===== src/fphs_regs.vh =====
// Constants for the phase select, high-pass and alignment control block.
// Assumes one 50 MHz clock and a register port with 3-bit word addresses.
`ifndef FPHS_REGS_VH
`define FPHS_REGS_VH
// Register word addresses
`define FPHS_ADDR_CONFIG   3'h0
`define FPHS_ADDR_HPF_LO   3'h1
`define FPHS_ADDR_HPF_HI   3'h2
`define FPHS_ADDR_PERIOD   3'h3
`define FPHS_ADDR_STATUS   3'h4
`define FPHS_ADDR_DATA     3'h5
// Config field positions
`define FPHS_CFG_PHASE     0
`define FPHS_CFG_CONT      1
`define FPHS_CFG_SINC      2
`define FPHS_CFG_RATE_LO   4
`define FPHS_CFG_RATE_HI   6
// Reset values
`define FPHS_CONFIG_RST    8'h00
`define FPHS_HPF_LO_RST    8'h37
`define FPHS_HPF_HI_RST    8'h03
`define FPHS_PERIOD_RST    16'hc350
// Sinc settle counts in master clock cycles, per rate code
`define FPHS_SINC_128K     24'h0001b8
`define FPHS_SINC_64K      24'h000268
`define FPHS_SINC_32K      24'h0003c8
`define FPHS_SINC_16K      24'h000688
`define FPHS_SINC_8K       24'h000b08
`define FPHS_RATE_128K     3'h0
`define FPHS_RATE_64K      3'h1
`define FPHS_RATE_32K      3'h2
`define FPHS_RATE_16K      3'h3
// Conversion periods before FIR output is valid
`define FPHS_FIR_SETTLE    6'h3f
// Zero-data periods after a continuous resync (valid on the 63rd)
`define FPHS_HOLD_PERIODS  6'h3e
// Cycles by which resume beats a synchronization
`define FPHS_RESUME_EARLY  24'h000002
// Fixed point: 1.0 and 2.0 in Q16
`define FPHS_Q16_ONE       17'h10000
`define FPHS_Q16_TWO       18'h20000
`define FPHS_Q16_SHIFT     16
`endif


===== src/fphs_hpf.v =====
// First-order high-pass IIR stage, the last filter section.
// Assumes one step pulse per conversion and a clear pulse on synchronization.
`default_nettype none
`include "fphs_regs.vh"
module fphs_hpf (
  input  wire               clk_in,
  input  wire               rst_n_in,
  input  wire               clear_in,
  input  wire               step_in,
  input  wire signed [23:0] sample_in,
  input  wire        [15:0] corner_in,
  output wire signed [23:0] result_out
);
  // Coefficient a is the corner word over 65536
  wire        [16:0] one_minus_a;  // (1 - a) in Q16
  wire        [33:0] oma_sq;       // (1 - a)^2 in Q32
  wire        [17:0] coef_b;       // b in Q16
  wire        [17:0] coef_g;       // (2 - a) / 2 in Q16
  reg  signed [23:0] prev_x;       // Previous input
  reg  signed [41:0] acc_y;        // Output state in Q16
  wire signed [24:0] diff_x;       // Input difference
  wire signed [60:0] fb_prod;      // b * y[n-1]
  wire signed [43:0] ff_prod;      // g * (x[n] - x[n-1])
  wire signed [41:0] next_acc_y;

  assign one_minus_a = `FPHS_Q16_ONE - {1'b0, corner_in};
  assign oma_sq      = one_minus_a * one_minus_a;
  // b = (1 + (1-a)^2) / 2, rounded down in Q16
  assign coef_b      = ({1'b0, `FPHS_Q16_ONE} + {1'b0, oma_sq[32:16]}) >> 1;
  assign coef_g      = (`FPHS_Q16_TWO - {2'b00, corner_in}) >> 1;
  assign diff_x      = {sample_in[23], sample_in} - {prev_x[23], prev_x};
  assign fb_prod     = $signed({1'b0, coef_b}) * acc_y;
  assign ff_prod     = $signed({1'b0, coef_g}) * diff_x;
  // Truncation toward minus infinity; a small dc residue is the trade for no rounder
  assign next_acc_y  = fb_prod[57:16] + ff_prod[41:0];
  assign result_out  = acc_y[39:16];

  // Recursion state; clear wipes the filter memory
  always @(posedge clk_in) begin
    if (!rst_n_in || clear_in) begin
      prev_x <= 24'h000000;
      acc_y  <= 42'h000000000;
    end else if (step_in) begin
      prev_x <= sample_in;
      acc_y  <= next_acc_y;
    end
  end
endmodule
`default_nettype wire


===== src/fphs_top.v =====
// Phase select, high-pass stage and conversion alignment control.
// Assumes the FIR stage sits upstream on sample_in and the serial port
// decodes commands into one-cycle pulses on this clock after the 8th bit.
`default_nettype none
`include "fphs_regs.vh"
// Notes on behaviour
// - Phase bit 0 linear, 1 minimum phase
// - Final stage is first-order high-pass IIR
// - Corner word is 16 bits over two registers
// - Corner word values set corner per rate
// - Align by pin or command, two modes
// - Pulse mode: every event restarts unconditionally
// - Sync clears filter, ready high until settled
// - Pin sync next edge; command after bit eight
// - Sinc settle counts 440 to 2824 cycles
// - Resume is two cycles faster than sync
// - Continuous: first edge syncs, then only misaligned
// - Continuous resync: ready toggles, data zero 62
// - Register write in continuous mode resyncs once the first edge is taken
// - Ready goes low on each new result
module fphs_top (
  input  wire        clk_in,
  input  wire        rst_n_in,
  input  wire  [2:0] addr_in,
  input  wire  [7:0] wdata_in,
  input  wire        wr_in,
  input  wire        rd_in,
  output reg   [7:0] rdata_out,
  input  wire        align_pin_in,
  input  wire        align_cmd_in,
  input  wire        idle_cmd_in,
  input  wire        resume_command_in,
  input  wire [23:0] sample_in,
  output wire        phase_select_out,
  output wire        filter_clear_out,
  output reg         conversion_ready_strobe_n_out,
  output reg  [23:0] data_out
);
  // One-hot conversion states
  localparam [2:0] ST_HALT   = 3'h1; // Stopped by idle
  localparam [2:0] ST_SETTLE = 3'h2; // Filter settling, ready held high
  localparam [2:0] ST_RUN    = 3'h4; // Results every period

  reg   [7:0] config_reg;      // Phase, mode, filter type, rate code
  reg   [7:0] hpf_lo;          // Corner word low byte
  reg   [7:0] hpf_hi;          // Corner word high byte
  reg  [15:0] period;          // Conversion period in cycles
  reg   [2:0] state;
  reg   [2:0] next_state;
  reg  [23:0] settle_left;     // Cycles until first result
  reg  [23:0] next_settle_left;
  reg  [15:0] conv_cnt;        // Position within conversion period
  reg  [15:0] edge_phase;      // Cycles since last pin edge, mod period
  reg   [5:0] hold_left;       // Zero-data periods still to go
  reg   [7:0] resync_count;    // Resyncs seen, for software
  reg         locked;          // First continuous edge taken
  reg         align_s1;        // Pin synchroniser, first stage
  reg         align_s2;        // Pin synchroniser, second stage
  reg         align_s3;        // Delayed copy for edge detect
  reg         tick_d;          // Result available next cycle
  wire        cont_mode;
  wire        sinc_mode;
  wire  [2:0] rate_code;
  wire        pin_rise;
  wire        pulse_sync;
  wire        cont_first;
  wire        cont_resync;
  wire        reg_wr_resync;
  wire        restart;
  wire        tick;
  wire [23:0] sinc_cycles;
  wire [23:0] fir_cycles;
  wire [23:0] settle_full;
  wire [23:0] hpf_result;

  assign cont_mode        = config_reg[`FPHS_CFG_CONT];
  assign sinc_mode        = config_reg[`FPHS_CFG_SINC];
  assign rate_code        = config_reg[`FPHS_CFG_RATE_HI:`FPHS_CFG_RATE_LO];
  assign phase_select_out = config_reg[`FPHS_CFG_PHASE];

  // Pin edge is only looked at after two flops
  assign pin_rise = align_s2 & ~align_s3;

  // Pulse mode takes pin and command alike; continuous takes only the pin
  assign pulse_sync    = !cont_mode && (pin_rise || align_cmd_in);
  assign cont_first    = cont_mode && pin_rise && !locked;
  // Misaligned edge: spacing not a whole number of periods
  assign cont_resync   = cont_mode && pin_rise && locked && (edge_phase != 16'h0000);
  // Any write in continuous mode, once the first edge is taken, throws the alignment away
  assign reg_wr_resync = cont_mode && wr_in && locked;
  // Full restart: stop, clear, settle again
  assign restart       = pulse_sync || cont_first;
  assign filter_clear_out = restart || cont_resync || reg_wr_resync;

  // Settle length by filter type and rate
  assign sinc_cycles = (rate_code == `FPHS_RATE_128K) ? `FPHS_SINC_128K :
                       (rate_code == `FPHS_RATE_64K)  ? `FPHS_SINC_64K  :
                       (rate_code == `FPHS_RATE_32K)  ? `FPHS_SINC_32K  :
                       (rate_code == `FPHS_RATE_16K)  ? `FPHS_SINC_16K  :
                       `FPHS_SINC_8K;
  // FIR needs a fixed number of whole periods
  assign fir_cycles  = {8'h00, period} * {18'h00000, `FPHS_FIR_SETTLE};
  assign settle_full = sinc_mode ? sinc_cycles : fir_cycles;

  // New conversion at the end of each period while running, and the first one
  // on the last settle cycle so ready falls right after the settle count.
  // A sync in the same cycle wins: the period restarts and no stale result is taken.
  assign tick = !filter_clear_out &&
                (((state == ST_RUN) && (conv_cnt == period - 16'h0001)) ||
                 ((state == ST_SETTLE) && (settle_left <= 24'h000001)));

  // Register writes; a write steers mode and the filter
  always @(posedge clk_in) begin
    if (!rst_n_in) begin
      config_reg <= `FPHS_CONFIG_RST;
      hpf_lo     <= `FPHS_HPF_LO_RST;
      hpf_hi     <= `FPHS_HPF_HI_RST;
      period     <= `FPHS_PERIOD_RST;
    end else if (wr_in) begin
      case (addr_in)
        `FPHS_ADDR_CONFIG: config_reg <= wdata_in;
        `FPHS_ADDR_HPF_LO: hpf_lo <= wdata_in;
        `FPHS_ADDR_HPF_HI: hpf_hi <= wdata_in;
        `FPHS_ADDR_PERIOD: period <= {wdata_in, period[15:8]};
        default: ;
      endcase
    end
  end

  // Read data one cycle after the strobe; unmapped reads zero
  always @(posedge clk_in) begin
    if (!rst_n_in) begin
      rdata_out <= 8'h00;
    end else if (rd_in) begin
      case (addr_in)
        `FPHS_ADDR_CONFIG: rdata_out <= config_reg;
        `FPHS_ADDR_HPF_LO: rdata_out <= hpf_lo;
        `FPHS_ADDR_HPF_HI: rdata_out <= hpf_hi;
        `FPHS_ADDR_PERIOD: rdata_out <= period[7:0];
        `FPHS_ADDR_STATUS: rdata_out <= {state, locked, (hold_left != 6'h00), 3'h0};
        `FPHS_ADDR_DATA:   rdata_out <= resync_count;
        default:           rdata_out <= 8'h00;
      endcase
    end else begin
      rdata_out <= 8'h00;
    end
  end

  // Pin synchroniser and edge history
  always @(posedge clk_in) begin
    if (!rst_n_in) begin
      align_s1 <= 1'b0;
      align_s2 <= 1'b0;
      align_s3 <= 1'b0;
    end else begin
      align_s1 <= align_pin_in;
      align_s2 <= align_s1;
      align_s3 <= align_s2;
    end
  end

  // Interval since last pin edge, kept modulo the period
  always @(posedge clk_in) begin
    if (!rst_n_in) begin
      edge_phase <= 16'h0000;
    end else if (pin_rise) begin
      edge_phase <= 16'h0001;
    end else if (edge_phase >= period - 16'h0001) begin
      edge_phase <= 16'h0000;
    end else begin
      edge_phase <= edge_phase + 16'h0001;
    end
  end

  // Conversion state selection
  always @* begin
    next_state       = state;
    next_settle_left = settle_left;
    case (state)
      ST_HALT: begin
        // Resume restarts two cycles ahead of a plain sync
        if (resume_command_in) begin
          next_state       = ST_SETTLE;
          next_settle_left = settle_full - `FPHS_RESUME_EARLY;
        end
      end
      ST_SETTLE: begin
        if (settle_left <= 24'h000001) begin
          next_state = ST_RUN;
        end else begin
          next_settle_left = settle_left - 24'h000001;
        end
      end
      ST_RUN: ;
      default: next_state = ST_SETTLE;
    endcase
    // Sync outranks everything; idle outranks a stale run
    if (restart) begin
      next_state       = ST_SETTLE;
      next_settle_left = settle_full;
    end else if (idle_cmd_in) begin
      next_state = ST_HALT;
    end
  end

  // Sequencer, period counter and continuous bookkeeping
  always @(posedge clk_in) begin
    if (!rst_n_in) begin
      state        <= ST_SETTLE;
      settle_left  <= `FPHS_SINC_8K;
      conv_cnt     <= 16'h0000;
      hold_left    <= 6'h00;
      locked       <= 1'b0;
      resync_count <= 8'h00;
      tick_d       <= 1'b0;
    end else begin
      state       <= next_state;
      settle_left <= next_settle_left;
      tick_d      <= tick;
      // Period count restarts on any sync so ready stays periodic
      if (filter_clear_out || state != ST_RUN || tick) begin
        conv_cnt <= 16'h0000;
      end else begin
        conv_cnt <= conv_cnt + 16'h0001;
      end
      // Leaving continuous mode forgets the first edge
      if (!cont_mode) begin
        locked <= 1'b0;
      end else if (cont_first) begin
        locked <= 1'b1;
      end
      // Continuous resync keeps strobing but zeroes the data
      if (cont_resync || reg_wr_resync || restart) begin
        hold_left    <= (cont_resync || reg_wr_resync) ? `FPHS_HOLD_PERIODS : 6'h00;
        resync_count <= resync_count + 8'h01;
      end else if (tick_d && hold_left != 6'h00) begin
        hold_left <= hold_left - 6'h01;
      end
    end
  end

  // Ready strobe and result register
  always @(posedge clk_in) begin
    if (!rst_n_in) begin
      conversion_ready_strobe_n_out <= 1'b1;
      data_out                      <= 24'h000000;
    end else if (restart || state != ST_RUN) begin
      conversion_ready_strobe_n_out <= 1'b1;
    end else if (tick_d) begin
      // Low marks a fresh result for the host
      conversion_ready_strobe_n_out <= 1'b0;
      data_out <= (hold_left != 6'h00) ? 24'h000000 : hpf_result;
    end else if (conv_cnt == {1'b0, period[15:1]}) begin
      // Half-period high time so the strobe visibly toggles
      conversion_ready_strobe_n_out <= 1'b1;
    end
  end

  // High-pass stage; memory cleared on every sync
  fphs_hpf u_hpf (
    .clk_in     (clk_in),
    .rst_n_in   (rst_n_in),
    .clear_in   (filter_clear_out),
    .step_in    (tick),
    .sample_in  (sample_in),
    .corner_in  ({hpf_hi, hpf_lo}),
    .result_out (hpf_result)
  );
endmodule
`default_nettype wire


===== config.mk =====
export PLATFORM = sky130hd
export DESIGN_NAME = fphs_top
export DESIGN_NICKNAME = d
export VERILOG_FILES = /design/src/fphs_hpf.v /design/src/fphs_top.v
export VERILOG_INCLUDE_DIRS = /design/src
export SDC_FILE = /design/constraint.sdc
export NUM_CORES = 2
export LEC_CHECK = 0
export BUFFER_PORTS_ARGS = -buffer_cell sky130_fd_sc_hd__buf_4
export CAP_MARGIN = 25
export CORE_MARGIN = 10
export CORE_UTILIZATION = 50
export CTS_BUF_LIST = sky130_fd_sc_hd__clkbuf_4 sky130_fd_sc_hd__clkbuf_8 sky130_fd_sc_hd__clkbuf_16
export DETAILED_ROUTE_END_ITERATION = 8
export GPL_TIMING_DRIVEN = 1
export PLACE_DENSITY_LB_ADDON = 0.05
export SETUP_SLACK_MARGIN = 0.2
export SLEW_MARGIN = 15
export SYNTH_ARGS = -nofsm -noshare
export SYNTH_HDL_FRONTEND = slang
export SYNTH_SLANG_ARGS = --single-unit

===== constraint.sdc =====
create_clock -name clk_in -period 56.5 [get_ports clk_in]
set_input_delay 2.825 -clock clk_in [delete_from_list [all_inputs] [get_ports clk_in]]
set_output_delay 2.825 -clock clk_in [all_outputs]
set_load 0.05 [all_outputs]

### Word level (Yosys, flattened, before mapping)

Index checks and enable logic that the tools add are counted.

* bits in registers: 217
* input bits: 43
* output and inout bits: 35
* word-level logic and storage cells: 136

* add/subtract/negate cells: 12
* $mul: 4
* $lt $le $gt $ge: 2
* eq/ne operators: 21
* multiplexer cells: 22
* bitwise gates (word level): 5
* reductions and logical operators: 48

Operator list (count)
* 24-bit 2-to-1 mux: 4
* 18-bit by 42-bit multiplier with 58-bit output: 1
* 12-bit 2-to-1 mux: 4
* 24-bit one-hot mux with 2 select lines: 1
* 8-bit one-hot mux with 6 select lines: 1
* 42-bit adder: 1
* 18-bit by 25-bit multiplier with 42-bit output: 1
* 17-bit by 17-bit multiplier with 33-bit output: 1
* 16-bit by 1-bit adder with 16-bit output, second input constant: 2
* 24-bit by 24-bit subtractor with 25-bit output: 1
* 24-bit by 1-bit <= comparator with 1-bit output, second input constant: 1
* 24-bit by 1-bit subtractor with 24-bit output, second input constant: 1
* 22-bit by 2-bit subtractor with 23-bit output, second input constant: 1
* 16-bit by 6-bit multiplier with 22-bit output, second input constant: 1
* 22-bit 2-to-1 mux: 1
* 17-bit by 17-bit adder with 18-bit output, first input constant: 1
* 6-bit 2-to-1 mux: 3
* 18-bit by 16-bit subtractor with 18-bit output, first input constant: 1
* 17-bit by 16-bit subtractor with 17-bit output, first input constant: 1
* 16-bit by 15-bit == test with 1-bit output: 1
* 16-bit == test: 1
* 16-bit >= comparator: 1
* 16-bit nonzero test: 1
* 16-bit by 1-bit subtractor with 16-bit output, second input constant: 1
* other kinds (26): 81

### Depth between registers and ports, before layout

* word-level depth: 11
* mapped depth: 80
* mapped depth without buffers: 78

### Modules after synthesis

Synthesis repeated with hierarchy kept, for this count alone.

* cells, all modules: 6870
* area total of the unflattened synthesis: 60077.6 um^2

By module, submodules not included
* fphs_hpf: instances 1, cells an instance 5531, area an instance 49253.5 um^2, sequential area each 1321.3 um^2
* fphs_top: instances 1, cells an instance 1339, area an instance 10824.1 um^2, sequential area each 3022.9 um^2

### Worst setup path before layout

Ideal clock, no wire load.

* path kind: register -> register
* start: reg hpf_lo[2]
* end: reg u_hpf.acc_y[41]
* library setup time: 126 ps
* arrival time: 17977 ps
* required time: 56374 ps
* setup slack: 38397 ps
* stages on the path, launching flop included: 75
* buffers on the path: 2
* clock period less this slack: 18103 ps
* cell sequence: dfxtp_1 -> nor3_1 -> nand2b_1 -> nor4_1 -> nor2b_1 -> nor2b_1 -> xor2_1 -> inv_1 -> clkbuf_1 -> nand2_1 -> inv_1 -> fa_1 -> inv_1 -> fa_1 -> inv_1 -> fa_1 -> fa_1 -> fa_1 -> [... 39 more ...] -> inv_1 -> fa_1 -> fa_1 -> fa_1 -> inv_1 -> ha_1 -> nand4_1 -> nor2_1 -> o21ai_0 -> o31ai_1 -> nand2_1 -> o21a_1 -> nor3_1 -> or3_1 -> a31oi_1 -> or3_1 -> xnor2_1 -> a21oi_1

* word-level cells in the longest chain between the ends: 5
* elaborated cells on any way between the ends: 7
* classes of those cells: add/sub: 4; mul: 3

Ends and longest elaborated chain
* from (decl): line fphs_top.v:45 `reg [7:0] hpf_lo;`
* from (signal assigned): line fphs_top.v:116 `` hpf_lo <= `FPHS_HPF_LO_RST; ``
* from (signal assigned): line fphs_top.v:122 `` `FPHS_ADDR_HPF_LO: hpf_lo <= wdata_in; ``
* 17-bit by 16-bit subtractor with 17-bit output (no source line)
* 17-bit by 17-bit multiplier with 33-bit output: line fphs_hpf.v:27 `assign oma_sq = one_minus_a * one_minus_a;`
* 17-bit by 17-bit adder with 18-bit output: line fphs_hpf.v:29 `` assign coef_b = ({1'b0, `FPHS_Q16_ONE} + {1'b0, oma_sq[32:16]}) >> 1; ``
* 18-bit by 42-bit multiplier with 58-bit output: line fphs_hpf.v:32 `assign fb_prod = $signed({1'b0, coef_b}) * acc_y;`
* 42-bit adder (*): line fphs_hpf.v:35 `assign next_acc_y = fb_prod[57:16] + ff_prod[41:0];`
* to (signal assigned): line fphs_hpf.v:45 `acc_y <= next_acc_y;`
* to (decl): line fphs_hpf.v:20 `reg signed [41:0] acc_y;`

Mark *: on every way between the ends. The rest lies on a longest branch, timed or not.
A chain may end at the register's enable or synchronous reset.

### Worst setup path in the final report

* start: reg hpf_lo[0]
* end: reg u_hpf.acc_y[41]

The elaborated chain is that of the path after synthesis.

==> impl_metrics.tcl <==
set metrics [dict create \
    timing.reg2reg.setup_slack_ps 35670 \
    cts_resized 0 \
    worst_hold_slack_ps 444.5 \
    setup_viol_count_final 0 \
    synth_enable_flop_cells 0 \
    postRouteWirelength_um 167500 \
    r2r-start "hpf_lo[0]" \
    worstHoldPathCells 1 \
    drtIter0Drc 2949 \
    largest-register "u_hpf.acc_y" \
    maxSlewHeadroom_pct 30.22 \
    mappedNetlistArea_mm2 0.05938 \
    cts_made_buffers 29 \
    largest_register_ffs 42 \
    layout-drive-gt1-share_pct 5.052 \
    cp.arrival_ps 21320 \
    boundaryPins 78 \
    post_cts_setup_bufs 0 \
    synth.yosys.warnings 0 \
    floorplan.initialDensity_pct 50.36 \
    detailedRoute.firstPassIterationCount 6 \
    cts_hold_buffers 0 \
    worstPathMaxFanout 42 \
    layout_common_cells "inv_1, fa_1, nand2_1" \
    placement.io_buffers 77 \
    dp.final_hpwl_um 133600 \
    final_period_minus_worst_setup_slack_ps 20830 \
    clock_sink_count 217 \
    post_synthesis_cells 6838 \
    synthToLayoutAreaGrowth_pct 6.070 \
    status "finished, final reports clean" \
    cts.path.max_buffers 3 \
    async_reset_ff_share_pct 0 \
    start_kind "register" \
    hp-class "register to register" \
    vias 44740 \
    total_nets_final 8567 \
    skew_ps 29.69 \
    postRouteAntennaNets 0 \
    worst-slew-pin-transition_ps 1045 \
    layout_worst_path_cycle_share_pct 36.87 \
    grt_use_total_pct 26.01 \
    die_h_um 364.6 \
    rows 126 \
    critPathRequiredTime_ps 56990 \
    maxClockFrequency_mhz 48.01 \
    globalplace.congestion 0.9168 \
    cts_max_level 1 \
    timing.rr.end "u_hpf.acc_y[41]" \
    min_to "align_s2" \
    critical_path_class "register to register" \
    setup_repair_after_global_routing_missed_its_margin "false" \
    dominantRegCellSynth "dfxtp_1" \
    library_cells_used_by_synthesis 88 \
    grt_overflow 0 \
    worst_path_largest_cell_delay_ps 680 \
    setup_total_negative_slack_ps 0 \
    ff2ff_path_depth 70 \
    max_cap_violations 0 \
    grt_antenna_before_repair 3 \
    yosys_register_bits 217 \
    number_of_drc_violations_after_detailed_routing 0 \
    slew_violations 0 \
    source_to_sink_clock_delay_at_the_later_pin_of_the_worst_skew_pair_ps 640 \
    first_pass_grt_wire_length_um 271300 \
    instances_no_fill 8346 \
    grt_pass1_vias 47620 \
    portion_of_the_post_synthesis_area_used_by_sequential_elements_pct 7.315 \
    clkTransAtPathRegs_ps 60 \
    hold_violations 0 \
    core_region_area_mm2 0.1179 \
    cts-root-buf "clkbuf_16" \
    cts_tree "done" \
    die_area_mm2 0.1330 \
    routedWlPerCell_um 20.07 \
    cp_common_cell "fa_1" \
    worst_hold_startpoint "align_s1" \
    post_synth.cell_area_avg_um2 8.684 \
    place_inst 8286 \
    route.detailed.vias_per_inst 5.361 \
    dieWidth_um 364.6 \
    most_common_library_cell_in_the_layout_ignoring_fill_and_taps "inv_1" \
    timing.critical_path.to_type "register" \
    crit_path_top_delay_cell "dfxtp_1" \
    pin_count_of_the_biggest_net_entering_global_routing 73 \
]
layout make-up:
class                      instances  area [um^2]
fill                           11130        54940
multi-input combinational       4849        48640
inverter                        1508         5660
sequential                       217         4344
tap                             1536         1922
timing repair buffer             181         1393
clock buffer                      38        837.1
clock inverter                    16        192.7
antenna                            1        2.502
worst max-delay path: cells and delay by family (launching register included):
family / cells / cell delay (ps)
adders and majority gates: 19 / 8570
AOI/OAI and AO/OA: 21 / 4450
and+or+nand+nor: 12 / 3140
buffers and inverters: 13 / 2730
DFF: 1 / 680
xor gates and xnor gates: 4 / 590
muxes: 1 / 420
cells by family (layout without fill, tap and decap cells):
| group | Yosys count | after routing | share of synthesized area, % |
|---|---|---|---|
| AOI/OAI and AO/OA | 640 | 640 | 6.993 |
| xor gates and xnor gates | 277 | 277 | 4.130 |
| adders and majority gates | 1738 | 1738 | 53.55 |
| buffers and inverters | 1822 | 1743 | 11.56 |
| DFF | 217 | 217 | 7.315 |
| muxes | 57 | 57 | 1.112 |
| other | 2 | 53 | 0.01265 |
| and+or+nand+nor | 2085 | 2085 | 15.33 |
per-layer routing:
layer / global-route usage [%] / wire length, um
met1: 35.32 / 72500
met2: 44.27 / 81480
met3: 3.446 / 9342
met4: 5.623 / 4155
met5: 0 / 0
cells in the mapped netlist, drive strengths merged, types with 7 or more instances:
master / number / share of area (%)
inv: 1503 / 9.5
fa: 1339 / 45
nand2: 1015 / 6.4
nor2: 533 / 3.4
ha: 399 / 8.4
clkbuf: 280 / 1.8
dfxtp: 217 / 7.3
a21oi: 208 / 1.8
and2: 182 / 1.9
xnor2: 169 / 2.5
xor2: 108 / 1.6
o21ai: 99 / 0.83
nand3: 80 / 0.68
a211oi: 72 / 0.91
a21o: 64 / 0.82
nor3: 58 / 0.50
mux2: 42 / 0.80
nand2b: 42 / 0.44
buf: 34 / 0.25
nor2b: 34 / 0.36
nand4: 30 / 0.32
and3: 28 / 0.29
o21a: 28 / 0.37
a31oi: 27 / 0.28
o211ai: 19 / 0.24
o21bai: 18 / 0.23
or2: 15 / 0.16
or3: 15 / 0.16
nor4: 14 / 0.15
o31ai: 13 / 0.17
mux2i: 12 / 0.20
nand3b: 10 / 0.15
a2111oi: 9 / 0.17
o22ai: 9 / 0.095
and4: 8 / 0.12
a221oi: 7 / 0.10
nor3b: 7 / 0.088
through the flow:
stage / setup slack (ps) / instance area [um^2] / util [%]
floorplan: 38400 / 59570 / -
global placement: 36260 / 61850 / 52.45
detailed placement: 35850 / 61890 / 52.48
CTS: 35780 / 62920 / 53.36
global route: 34570 / 62990 / 53.41
finish: 35670 / 62990 / 53.41
how the worst max path moves through the flow:
stage	startpoint	endpoint	slack, ps	cells past startpoint
floorplan	hpf_lo[2]	u_hpf.acc_y[41]	38400	74
global placement	hpf_lo[0]	u_hpf.acc_y[41]	36260	68
detailed placement	hpf_lo[0]	u_hpf.acc_y[41]	35850	70
CTS	hpf_lo[0]	u_hpf.acc_y[41]	35780	70
global route	hpf_lo[0]	u_hpf.acc_y[41]	34570	73
finish	hpf_lo[0]	u_hpf.acc_y[41]	35670	70
Power is not shown: default switching activity piles up to over one toggle a cycle in this logic, so the estimate is an artifact.
